**src/design/sess_pkg.sv**
```systemverilog
/*
  Constants for the start-up and soft-start sequencer.
  Assumes a 40 MHz core clock; DAC codes are in 6.25 mV steps.
*/
package sess_pkg;
  localparam int unsigned CLK_HZ          = 40_000_000;
  localparam int unsigned NS_PER_S        = 1_000_000_000;
  localparam int unsigned US_PER_S        = 1_000_000;
  localparam int unsigned INIT_DELAY_US_X100 = 140;
  localparam int unsigned INIT_DELAY_CYC  =
    (CLK_HZ / US_PER_S) * INIT_DELAY_US_X100 * 10;
  localparam int unsigned HOLD_US         = 85;
  localparam int unsigned HOLD_CYC        = (CLK_HZ / US_PER_S) * HOLD_US;
  localparam int unsigned VALID_NS        = 500;
  localparam int unsigned VALID_CYC       =
    (CLK_HZ / 1_000_000 * VALID_NS + 999) / 1000;
  localparam int unsigned GOOD_US         = 440;
  localparam int unsigned GOOD_CYC        = (CLK_HZ / US_PER_S) * GOOD_US;
  localparam int unsigned STEP_DEF_HZ     = 330_000;
  localparam int unsigned STEP_DEF_CYC    = CLK_HZ / STEP_DEF_HZ;
  localparam int unsigned DAC_W           = 8;
  localparam int unsigned VID_W           = 8;
  localparam logic [DAC_W-1:0] BOOT_CODE  = 8'hb0;
  localparam logic [4:0] NO_LOAD_CODE     = 5'h1f;
  typedef enum logic [1:0] {
    SESS_MODE_A1, SESS_MODE_A2, SESS_MODE_B6, SESS_MODE_B5
  } sess_mode_t;
  typedef enum {
    SESS_SHUT, SESS_INIT, SESS_RAMP1, SESS_HOLD, SESS_RAMP2, SESS_GOOD_WAIT,
    SESS_RUN
  } sess_state_t;
endpackage

```
**src/design/sess_step_if.sv**
```systemverilog
/*
  Step-tick carrier between the sequencer and its step oscillator.
  Assumes one clock shared by both ends.
*/
`timescale 1ns/1ps
interface sess_step_if;
  logic        run;
  logic [15:0] period;
  logic        tick;
  modport ctrl (output run, output period, input tick);
  modport osc  (input run, input period, output tick);
endinterface

```
**src/design/sess_seq.sv**
```systemverilog
/*
  Start-up gate and soft-start sequencer with power-good.
  Assumes comparator and POR flags arrive asynchronously from analog;
  the step period for the ramp-rate resistor is supplied as a count.
*/
// Notes on behaviour
// - PWM outputs tristated while in shutdown
// - Bias supply POR required to leave shutdown
// - Main enable above threshold, with hysteresis
// - External driver enable required for release
// - Driver supplies POR per phase count
// - Soft-start starts at once in every mode
// - Code 11111 blocks start in 5-bit mode
// - Initial delay precedes any ramping
// - First ramp climbs to boot voltage
// - Hold boot level 85 us plus validation
// - Code validation lasts at least 500 ns
// - Valid code starts second ramp to target
// - One DAC step per oscillator tick
// - Grounded rate pin gives 330 kHz steps
// - Power-good rises 440 us after final
// - Power-good low in shutdown and soft-start
`timescale 1ns/1ps
module sess_seq import sess_pkg::*; #(
  parameter int unsigned INIT_CYC  = INIT_DELAY_CYC,
  parameter int unsigned HLD_CYC   = HOLD_CYC,
  parameter int unsigned GD_CYC    = GOOD_CYC,
  parameter int unsigned PHASES    = 3
) (
  input  wire logic             clk,
  input  wire logic             nrst,
  input  wire logic             bias_por_ok,
  input  wire logic             enable_above,
  input  wire logic             ext_driver_enable_in,
  input  wire logic             first_driver_supply,
  input  wire logic             second_driver_supply,
  input  wire logic             third_driver_supply,
  input  wire logic             output_in_window,
  input  wire sess_mode_t       mode,
  input  wire logic             ramp_pin_grounded,
  input  wire logic [15:0]      ramp_period_cyc,
  input  wire logic [VID_W-1:0] voltage_id_code,
  input  wire logic             code_valid,
  output logic [DAC_W-1:0]      dac_code,
  output logic                  pwm_out_en,
  output logic                  power_good_out,
  output logic                  soft_start_busy
);
  if (PHASES < 2 || PHASES > 3) begin : g_bad_phases
    $error("PHASES must be 2 or 3");
  end
  if (INIT_CYC < 1 || HLD_CYC < 1 || GD_CYC < 1) begin : g_bad_count
    $error("Delay counts must be at least 1");
  end

  localparam int unsigned NSYNC = 8;
  logic [NSYNC-1:0] s1_reg, s2_reg;
  // Code bits may skew; valid is synced alongside and gates the read
  logic [VID_W-1:0] vid_s1_reg, vid_s2_reg;
  logic [NSYNC-1:0] async_in;
  assign async_in = {output_in_window, code_valid, third_driver_supply,
    second_driver_supply, first_driver_supply, ext_driver_enable_in,
    enable_above, bias_por_ok};

  always_ff @(posedge clk or negedge nrst) begin
    if (!nrst) begin
      s1_reg     <= '0;
      s2_reg     <= '0;
      vid_s1_reg <= '0;
      vid_s2_reg <= '0;
    end else begin
      s1_reg     <= async_in;
      s2_reg     <= s1_reg;
      vid_s1_reg <= voltage_id_code;
      vid_s2_reg <= vid_s1_reg;
    end
  end

  logic bias_ok, en_ok, ext_ok, drv_ok, vld_s, win_s;
  assign bias_ok = s2_reg[0];
  assign en_ok   = s2_reg[1];
  assign ext_ok  = s2_reg[2];
  // Unused phases may be left unpowered in a smaller build
  assign drv_ok  = s2_reg[3] && s2_reg[4] &&
                   (PHASES < 3 || s2_reg[5]);
  assign vld_s   = s2_reg[6];
  assign win_s   = s2_reg[7];

  // Hysteresis lives in the analog comparators; digital just gates
  logic release_ok, no_load;
  assign no_load    = (mode == SESS_MODE_B5) &&
                      (vid_s2_reg[4:0] == NO_LOAD_CODE);
  assign release_ok = bias_ok && en_ok && ext_ok && drv_ok && !no_load;

  sess_step_if st ();
  sess_step_osc u_osc (
    .clk  (clk),
    .nrst (nrst),
    .st   (st)
  );

  sess_state_t          state_reg, state_next;
  logic [31:0]          cnt_reg, cnt_next;
  logic [DAC_W-1:0]     dac_reg, dac_next;
  logic [DAC_W-1:0]     tgt_reg, tgt_next;
  logic                 pg_reg, pg_next;
  logic                 en_reg, en_next;

  function automatic logic [DAC_W-1:0] step_to(
    input logic [DAC_W-1:0] cur,
    input logic [DAC_W-1:0] goal
  );
    if (cur < goal) step_to = cur + 8'h01;
    else if (cur > goal) step_to = cur - 8'h01;
    else step_to = cur;
  endfunction

  assign st.run    = (state_reg == SESS_RAMP1) || (state_reg == SESS_RAMP2);
  assign st.period = ramp_pin_grounded ? 16'(STEP_DEF_CYC)
                                       : ramp_period_cyc;

  always_comb begin
    state_next = state_reg;
    cnt_next   = cnt_reg;
    dac_next   = dac_reg;
    tgt_next   = tgt_reg;
    pg_next    = 1'b0;
    en_next    = 1'b1;
    case (state_reg)
      SESS_SHUT: begin
        en_next  = 1'b0;
        dac_next = '0;
        cnt_next = '0;
        if (release_ok) begin
          state_next = SESS_INIT;
        end
      end
      SESS_INIT: begin
        cnt_next = cnt_reg + 32'h1;
        if (cnt_reg + 32'h1 >= INIT_CYC) begin
          cnt_next   = '0;
          state_next = SESS_RAMP1;
        end
      end
      SESS_RAMP1: begin
        if (st.tick) begin
          dac_next = step_to(dac_reg, BOOT_CODE);
        end
        if (dac_reg == BOOT_CODE) begin
          state_next = SESS_HOLD;
        end
      end
      SESS_HOLD: begin
        if (cnt_reg < HLD_CYC) begin
          cnt_next = cnt_reg + 32'h1;
        end else if (!vld_s) begin
          cnt_next = HLD_CYC;
        end else if (cnt_reg + 32'h1 >= HLD_CYC + VALID_CYC) begin
          tgt_next   = vid_s2_reg[DAC_W-1:0];
          cnt_next   = '0;
          state_next = SESS_RAMP2;
        end else begin
          cnt_next = cnt_reg + 32'h1;
        end
      end
      SESS_RAMP2: begin
        if (st.tick) begin
          dac_next = step_to(dac_reg, tgt_reg);
        end
        if (dac_reg == tgt_reg) begin
          cnt_next   = '0;
          state_next = SESS_GOOD_WAIT;
        end
      end
      SESS_GOOD_WAIT: begin
        cnt_next = cnt_reg + 32'h1;
        if (cnt_reg + 32'h1 >= GD_CYC) begin
          state_next = SESS_RUN;
        end
      end
      SESS_RUN: begin
        pg_next = win_s;
      end
      default: state_next = SESS_SHUT;
    endcase
    if (!release_ok) begin
      state_next = SESS_SHUT;
      pg_next    = 1'b0;
      en_next    = 1'b0;
    end
  end

  always_ff @(posedge clk or negedge nrst) begin
    if (!nrst) begin
      state_reg <= SESS_SHUT;
      cnt_reg   <= '0;
      dac_reg   <= '0;
      tgt_reg   <= '0;
      pg_reg    <= 1'b0;
      en_reg    <= 1'b0;
    end else begin
      state_reg <= state_next;
      cnt_reg   <= cnt_next;
      dac_reg   <= dac_next;
      tgt_reg   <= tgt_next;
      pg_reg    <= pg_next;
      en_reg    <= en_next;
    end
  end

  logic busy_reg;
  always_ff @(posedge clk or negedge nrst) begin
    if (!nrst) busy_reg <= 1'b0;
    else busy_reg <= (state_next != SESS_SHUT) && (state_next != SESS_RUN);
  end

  assign dac_code        = dac_reg;
  assign pwm_out_en      = en_reg;
  assign power_good_out  = pg_reg;
  assign soft_start_busy = busy_reg;
endmodule

```
**src/design/sess_step_osc.sv**
```systemverilog
/*
  Soft-start step oscillator: one-cycle tick every period clocks.
  Assumes the period is stable while run is high.
*/
`timescale 1ns/1ps
module sess_step_osc (
  input  wire logic clk,
  input  wire logic nrst,
  sess_step_if.osc  st
);
  logic [15:0] cnt_reg, cnt_next;
  logic        tick_reg, tick_next;

  always_comb begin
    cnt_next  = cnt_reg;
    tick_next = 1'b0;
    if (!st.run) begin
      cnt_next = 16'h0000;
    end else if (cnt_reg + 16'h0001 >= st.period) begin
      cnt_next  = 16'h0000;
      tick_next = 1'b1;
    end else begin
      cnt_next = cnt_reg + 16'h0001;
    end
  end

  always_ff @(posedge clk or negedge nrst) begin
    if (!nrst) begin
      cnt_reg  <= 16'h0000;
      tick_reg <= 1'b0;
    end else begin
      cnt_reg  <= cnt_next;
      tick_reg <= tick_next;
    end
  end

  assign st.tick = tick_reg;
endmodule

```
**config.mk**
```make
export PLATFORM = sky130hd
export DESIGN_NAME = sess_seq
export DESIGN_NICKNAME = d
export VERILOG_FILES = /design/src/design/sess_pkg.sv /design/src/design/sess_step_if.sv /design/src/design/sess_seq.sv /design/src/design/sess_step_osc.sv
export SDC_FILE = /design/constraint.sdc
export NUM_CORES = 1
export LEC_CHECK = 0
export BUFFER_PORTS_ARGS = -buffer_cell sky130_fd_sc_hd__buf_2
export CORE_MARGIN = 2
export CORE_UTILIZATION = 55
export CTS_CLUSTER_DIAMETER = 150
export DETAILED_ROUTE_END_ITERATION = 6
export MAX_ROUTING_LAYER = met4
export PLACE_DENSITY_LB_ADDON = 0.15
export SLEW_MARGIN = 20
export SYNTH_ARGS = -nofsm -noshare
export SYNTH_HDL_FRONTEND = slang
export SYNTH_SLANG_ARGS = --single-unit
```
**constraint.sdc**
```tcl
create_clock -name clk -period 8.5 [get_ports clk]
set_input_delay 1.275 -clock clk [delete_from_list [all_inputs] [get_ports clk]]
set_output_delay 1.275 -clock clk [all_outputs]
set_load 0.01 [all_outputs]
```
==> results.md, run 1 <==
- Gr ovfl total: 0
- Max-slew violation count: 0
- Clock Skews: about 0.0063 ns
- # resized after CTS: 0
- Core Area: ~13,000 µm²
- Slew margin rel.: 0.2519
- Area Growth Syn to Fin: 14.07%
- Clock sink count: around 130
- Final period utilization: 0.4960
- Count of input and output buffers: 47
- Async S/R FF share, synth: 1.000
- Largest net degree at the start of global routing: just over 90
- DP HPWL: between 10,000 and 15,000 µm
- Final antenna-violating net count: 0
- Worst slew pin tran: about 1.1 ns
- Setup_tns: 0 ns
- Power Density: ~180 nW/µm²
- Cell area after layout: 8107 µm²
- Clock Tree Buf Depth: 2
- Placed instance area: 7496 µm²
- Num CTS Buffers: 17
- Layout Nets: around 850
- Post-CTS Setup Inserts: 0
- RSZ-0062 raised after global routing: no
- Hold Fails Final Rpt: 0
- Status: completed
- Worst min path class: register to register
- Die ar.: between 10,000 and 15,000 µm²
- Layout cells sized above 1: 0.1286
- RePlAce Congestion: around 0.9
- Root buffer cell: clkbuf_16
- Syn avg cell area: between 9 and 10 µm²
- Arr. time, crit path: roughly 4.6 ns
- Most common library cell in the layout ignoring fill and taps: dfrtp_1
- Worst vdd ir: between 100 and 150 µV
- EDFF count, synth: 0
- Die height: 117.7 µm
- First-pass GRT wire length: 26,830 µm
- Cells after Synth: between 700 and 800
- Sequential element share of the synthesized area: 0.4648
- Reg clk slew, reported paths: roughly 0.060 ns
- N_diodes: 0
- Crit path required time: ~9 ns
- Post-synth cell types: 72
- Die span in x: between 100 and 150 µm
- LEAKAGE: 3.720 nW
- CTS tree: yes
- YS warnings: 0
- Final Worst Setup Slack: around 4.3 ns
- Setup CP Type: register to register
- IO Pins: 48
- Routed via count: about 5,700
- Wirelength per Cell: roughly 16 µm
- Detailed Routing Iterations Pass 1: 5
- Setup Viol. Count Final: 0
- CP Launch Type: register
- Crit. End Element: register
- Mapped Area: about 7100 µm²
- GRT Total Usage: 0.2418
- Via density: a little under 6
- Drt total wl: 15,150 µm
- Most frequent cells in the layout: dfrtp_1 (132), nand2_1 (55), buf_2 (46)
- Clk_lat worst skew: between 0.4 and 0.5 ns
- Seq cells post-synth: about 130
- FP Rows: between 40 and 50
- Final routed DRC violation total: 0
- Pre-CTS setup slack: ~4.3 ns
- Worst Path Max Fanout: 21
- Filler Cell Count: 1,042
- Vias in the first global route: approximately 5,600
- Fin crit period: 4.216 ns
- Initial DRC Count: 433
- Hold Buf Count CTS: 0
- Peak Freq: ~0.24 GHz
- Max_cap viols: 0
- Initial antenna violation count: 0
- Initial core utilization: 0.5632
- H-tree levels: 4
- Main flop type after synthesis: dfrtp_1
## logic make-up after synthesis
| family | Yosys count | synth area share |
|---|---|---|
| adder cells (fa/ha/maj) | 29 | 0.05106 |
| other | 1 | 0.0005277 |
| buffers and inverters | 64 | 0.03908 |
| multiplexers | 16 | 0.02394 |
| AND/OR/NAND/NOR | 290 | 0.2252 |
| XOR/XNOR | 28 | 0.03451 |
| flip-flops | 132 | 0.4648 |
| AO/OA/AOI/OAI | 170 | 0.1609 |
## layer usage
metal  wire length (µm)  GRT usage  up-vias
li1                   -          -     2758
met1               6977     0.3179     2759
met2               7353     0.3772      140
met3                622    0.05281       17
met4                197    0.07605        0
met5                  0          -        -
## final cells by class
cell class                 instances  area, µm²  share of cell area
clock buffer                      18      429.2             0.05294
clock inverter                    14      167.7             0.02068
inverter                          27      101.3             0.01250
multi-input combinational        562       3641              0.4491
sequential                       132       3303              0.4075
tap                              172      215.2             0.02655
timing repair buffer              48      249.0             0.03071
## worst max-delay path, cell delays in order (launching register included)
cell	delay (ns)
dfrtp_1	0.48
ha_1	0.37
nand4_1	0.34
or4_4	0.56
or4_1	0.48
a21o_1	0.20
o21ai_2	0.05
and3_1	0.33
a31oi_4	0.15
o221ai_2	0.78
a41oi_1	0.21
a31oi_1	0.18
## path summary, 6_finish.rpt
path / from / to / slack, ns / depth (start not counted)
hold reg to reg: s1_reg[3]$_DFF_PN0_ / s2_reg[3]$_DFF_PN0_ / 0.35 / 0
max in group asynchronous: nrst / u_osc.cnt_reg[12]$_DFF_PN0_ / 6.48 / 2
setup reg to reg: cnt_reg[0]$_DFFE_PN0P_ / cnt_reg[4]$_DFFE_PN0P_ / 4.28 / 11
min in group asynchronous: nrst / vid_s2_reg[6]$_DFF_PN0_ / 0.85 / 1
setup / recovery: cnt_reg[0]$_DFFE_PN0P_ / cnt_reg[4]$_DFFE_PN0P_ / 4.28 / 11
hold / removal: s1_reg[3]$_DFF_PN0_ / s2_reg[3]$_DFF_PN0_ / 0.35 / 0
## power by group
group	internal, mW	switching [mW]
logic	0.0113	0.0205
registers	0.643	0.00460
clock network	0.442	0.298
## cell usage after synthesis (13+ instances only)
library cell	instances	area, µm²
a31oi_1	13	81.33
ha_1	29	362.9
nand4_1	18	112.6
dfrtp_1	132	3303
nor3b_1	20	150.1
o21ai_0	26	130.1
clkbuf_1	24	90.09
nor3_1	21	105.1
and3_1	15	93.84
or3_1	13	81.33
a21oi_1	38	190.2
nand2b_1	19	118.9
nand3_1	38	190.2
nor4_1	13	81.33
xnor2_1	16	140.1
nand2_1	55	206.5
a21o_1	17	127.6
o21ai_1	16	80.08
inv_1	26	97.59
nor2_1	46	172.7
## stage by stage
step	hold slack (ns)	utilization	std cells	power, mW
3_5_place_dp	0.3347	0.5940	941	0.6918
5_1_grt	0.3541	0.6424	973	1.473
4_1_cts	0.3492	0.6413	973	1.435
3_3_place_gp	0.3318	0.5940	941	0.6892
6_report	0.3461	0.6424	973	1.420
2_1_floorplan	0.3312	-	758	0.6671
Note: power is estimated with default switching activity, not from simulation.
==> run 2, diff against run 1 <==
--- a/config.mk
+++ b/config.mk
@@ -5,6 +5,7 @@
 export SDC_FILE = /design/constraint.sdc
 export NUM_CORES = 1
 export LEC_CHECK = 0
+export ABC_AREA = 1
 export BUFFER_PORTS_ARGS = -buffer_cell sky130_fd_sc_hd__buf_2
 export CORE_MARGIN = 2
 export CORE_UTILIZATION = 55
==> constraint.sdc (replaced) <==
create_clock -name clk -period 4.2 [get_ports clk]
set_input_delay 0.63 -clock clk [delete_from_list [all_inputs] [get_ports clk]]
set_output_delay 0.63 -clock clk [all_outputs]
set_load 0.01 [all_outputs]
==> results.md, run 2 <==
- Fin util: 0.6462 (+0.003775)
- Worst slew pin tran: 0.9581 ns (-0.1599 ns)
- Die span in x: 121.0 µm (+2.8%)
- Setup_tns: 0 ns (unchanged)
- Vias in the first global route: 5,897 (+5.8%)
- Filler Cell Count: 1,200 (+15%)
- Layout Nets: 1,124 (+32%)
- Cells after Synth: 972 (+33%)
- Final routed DRC violation total: 0 (unchanged)
- First-pass GRT wire length: 27,790 µm (+3.6%)
- R2R Setup Slk: 0.73 ns (-3.55 ns)
- Final antenna-violating net count: 0 (unchanged)
- Clock sink count: 132 (unchanged)
- CP top delay family: simple AND/OR/NAND/NOR gates
- FP Rows: 42 (+2.4%)
- Worst R2R Start: u_osc.cnt_reg[0]$_DFF_PN0_
- Setup Viol. Count Final: 0 (unchanged)
- Max_cap viols: 0 (unchanged)
- Crit path required time: 4.53 ns (-4.31 ns)
- YS warnings: 0 (unchanged)
- Initial core utilization: 0.5660 (+0.002813)
- Critical path origin: u_osc.cnt_reg[0]$_DFF_PN0_
- Layout cells sized above 1: 0.1475 (+0.01894)
- Arr. time, crit path: 3.80 ns (-0.75 ns)
- Gr ovfl total: 0 (unchanged)
- Synth area leaders: dfrtp_1 (44%), nand2_1 (13%), inv_1 (6.6%)
- Reg2Reg Depth: 15 (+4)
- Core Area: 13,300 µm² (+5.4%)
- Crit path cell chain: nand3_1 -> nor3_1 -> nand2_1 -> nor2_1 -> nand3_1 -> nor2_1 -> inv_1 -> nor3_1 -> nand3_1 -> xor2_1 -> inv_1 -> ha_1 -> a31oi_1 -> nand4_1 -> nor2_1
- Most frequent cells in the layout: nand2_1 (266), inv_1 (133), dfrtp_1 (132)
- Worst R2R End: u_osc.cnt_reg[5]$_DFF_PN0_
- Seq cells post-synth: 132 (unchanged)
- Wirelength per Cell: 12.69 µm (-19%)
- Most common library cell in the layout ignoring fill and taps: nand2_1
- RSZ-0062 raised after global routing: no
- Clk_lat worst skew: 0.42 ns (about the same)
- Post-synth cell types: 47 (-35%)
- Drt total wl: 15,820 µm (+4.4%)
- Largest net degree at the start of global routing: 92 (+1.1%)
- Clock Skews: 0.01091 ns (+0.004631 ns)
- WP buf/inv: 2 (+2)
- Mapped Area: 7525 µm² (+5.9%)
- Area Growth Syn to Fin: 14.17% (about the same)
- Routed via count: 6,243 (+10%)
- Syn avg cell area: 7.741 µm² (-20%)
- IO Pins: 48 (unchanged)
- H-tree levels: 4 (unchanged)
- Crit. End Element: register
- Fin crit period: 3.468 ns (-0.7482 ns)
- CP Launch Type: register
- Die ar.: 14,630 µm² (+5.7%)
- Sequential element share of the synthesized area: 0.4390 (-0.02581)
- Die height: 121.0 µm (+2.8%)
- Worst setup path endpoint: u_osc.cnt_reg[5]$_DFF_PN0_
- Max-slew violation count: 0 (unchanged)
- Reg clk slew, reported paths: 0.06 ns (about the same)
- Worst min path class: input port to async pin
- Detailed Routing Iterations Pass 1: 5 (unchanged)
- Status: completed
- RePlAce Congestion: 0.9157 (+2.0%)
- Via density: 5.006 (-14%)
- Post-CTS Setup Inserts: 0 (unchanged)
- Area fraction of the dominant cell type after synthesis: 0.4390 (-0.02581)
- WHS: 0.2478 ns (-0.09832 ns)
- Async S/R FF share, synth: 1.000 (unchanged)
- Peak Freq: 0.2884 GHz (+22%)
- Clock Tree Buf Depth: 2 (unchanged)
- # resized after CTS: 0 (unchanged)
- Top-count cell post-synth: nand2_1
- Root buffer cell: clkbuf_16
- Power Density: 315.2 nW/µm² (+80%)
- Count of input and output buffers: 47 (unchanged)
- Initial DRC Count: 495 (+14%)
- Crit. path cell count: 15 (+4)
- N_diodes: 0 (unchanged)
- Worst vdd ir: 288.2 µV (+98%)
- EDFF count, synth: 0 (unchanged)
- Worst Path Max Fanout: 16 (-24%)
- Worst path slowest cell: nand4_1
- Initial antenna violation count: 0 (unchanged)
- LEAKAGE: 4.354 nW (+17%)
- Setup CP Type: register to register
- Crit-path max cell delay: 0.56 ns (-0.22 ns)
- Slew margin rel.: 0.3554 (+0.1034)
- Main flop type after synthesis: dfrtp_1
- Post-synth top area cell: dfrtp_1
- CTS tree: yes
- GRT Total Usage: 0.2471 (+0.005340)
- Synth cell count leaders: nand2_1 (266), inv_1 (133), dfrtp_1 (132), nor2_1 (131), nand3_1 (50)
- Num CTS Buffers: 17 (unchanged)
- DP HPWL: 11,860 µm (+13%)
- Final period utilization: 0.8257 (+0.3297)
- Hold Buf Count CTS: 0 (unchanged)
- Hold Fails Final Rpt: 0 (unchanged)
-- run 2: cell types whose count changed after synthesis, moves of 15 or more --
cell      delta
clkbuf_1    -18
nand2_1    +211
inv_1      +107
nor3b_1     -18
nor2_1      +85
a21oi_1     -24
nand2b_1    -19
nand2_2     +17
and3_1      -15
a21o_1      -17
-- run 2: kinds of logic (layout without fill, tap and decap cells) --
family                     after synthesis  in the layout  synth area share
muxes                                    4              4          0.006984
other                                    1             29         0.0004984
and+or+nand+nor                        537            537            0.3183
buffers and inverters                  156            227           0.08048
DFF                                    132            132            0.4390
AOI/OAI and AO/OA                       91             91           0.08098
adders and majority gates               29             29           0.04822
xor gates and xnor gates                22             22           0.02561
-- run 2: metrics by stage --
step	setup WS, ns	power [mW]	cells	area [µm²]
finish	0.7322	2.707	1247	8591
global route	0.2060	2.803	1247	8591
CTS	0.7098	2.742	1247	8591
detailed placement	0.7840	1.403	1215	8054
global placement	0.9023	1.401	1215	8054
floorplan	1.329	1.352	1000	7630
-- run 2: final cells by class --
| type | instances | area (µm²) | area share |
|---|---|---|---|
| multi-input cells | 712 | 3721 | 0.4331 |
| well taps | 176 | 220.2 | 0.02563 |
| clock buffers | 18 | 429.2 | 0.04996 |
| inverters | 145 | 545.5 | 0.06350 |
| repair buffers | 50 | 264.0 | 0.03073 |
| flip-flops and latches | 132 | 3303 | 0.3845 |
| clock inverters | 14 | 107.6 | 0.01253 |
-- run 2: layer usage --
metal / vias up / track usage / share of wire
li1: 3247 / - / -
met4: 0 / 0.07195 / 0.014
met5: - / - / 0
met1: 2844 / 0.3388 / 0.49
met3: 23 / 0.05028 / 0.049
met2: 129 / 0.3743 / 0.45
-- run 2: worst min path at each step --
stage,end,slack [ns],depth (start not counted)
floorplan,cnt_reg[0]$_DFFE_PN0P_,0.33,0
global placement,s2_reg[3]$_DFF_PN0_,0.33,0
detailed placement,vid_s2_reg[2]$_DFF_PN0_,0.33,0
CTS,vid_s1_reg[4]$_DFF_PN0_,0.29,1
global route,vid_s1_reg[4]$_DFF_PN0_,0.30,1
finish,cnt_reg[29]$_DFFE_PN0P_,0.25,1
-- run 2: power by group --
| part | switching [mW] | leakage (nW) | internal, mW |
|---|---|---|---|
| Sequential | 0.00840 | 1.70 | 1.30 |
| Combinational | 0.0443 | 2.39 | 0.0229 |
| Clock | 0.571 | 0.262 | 0.759 |
| Total | 0.624 | 4.35 | 2.08 |
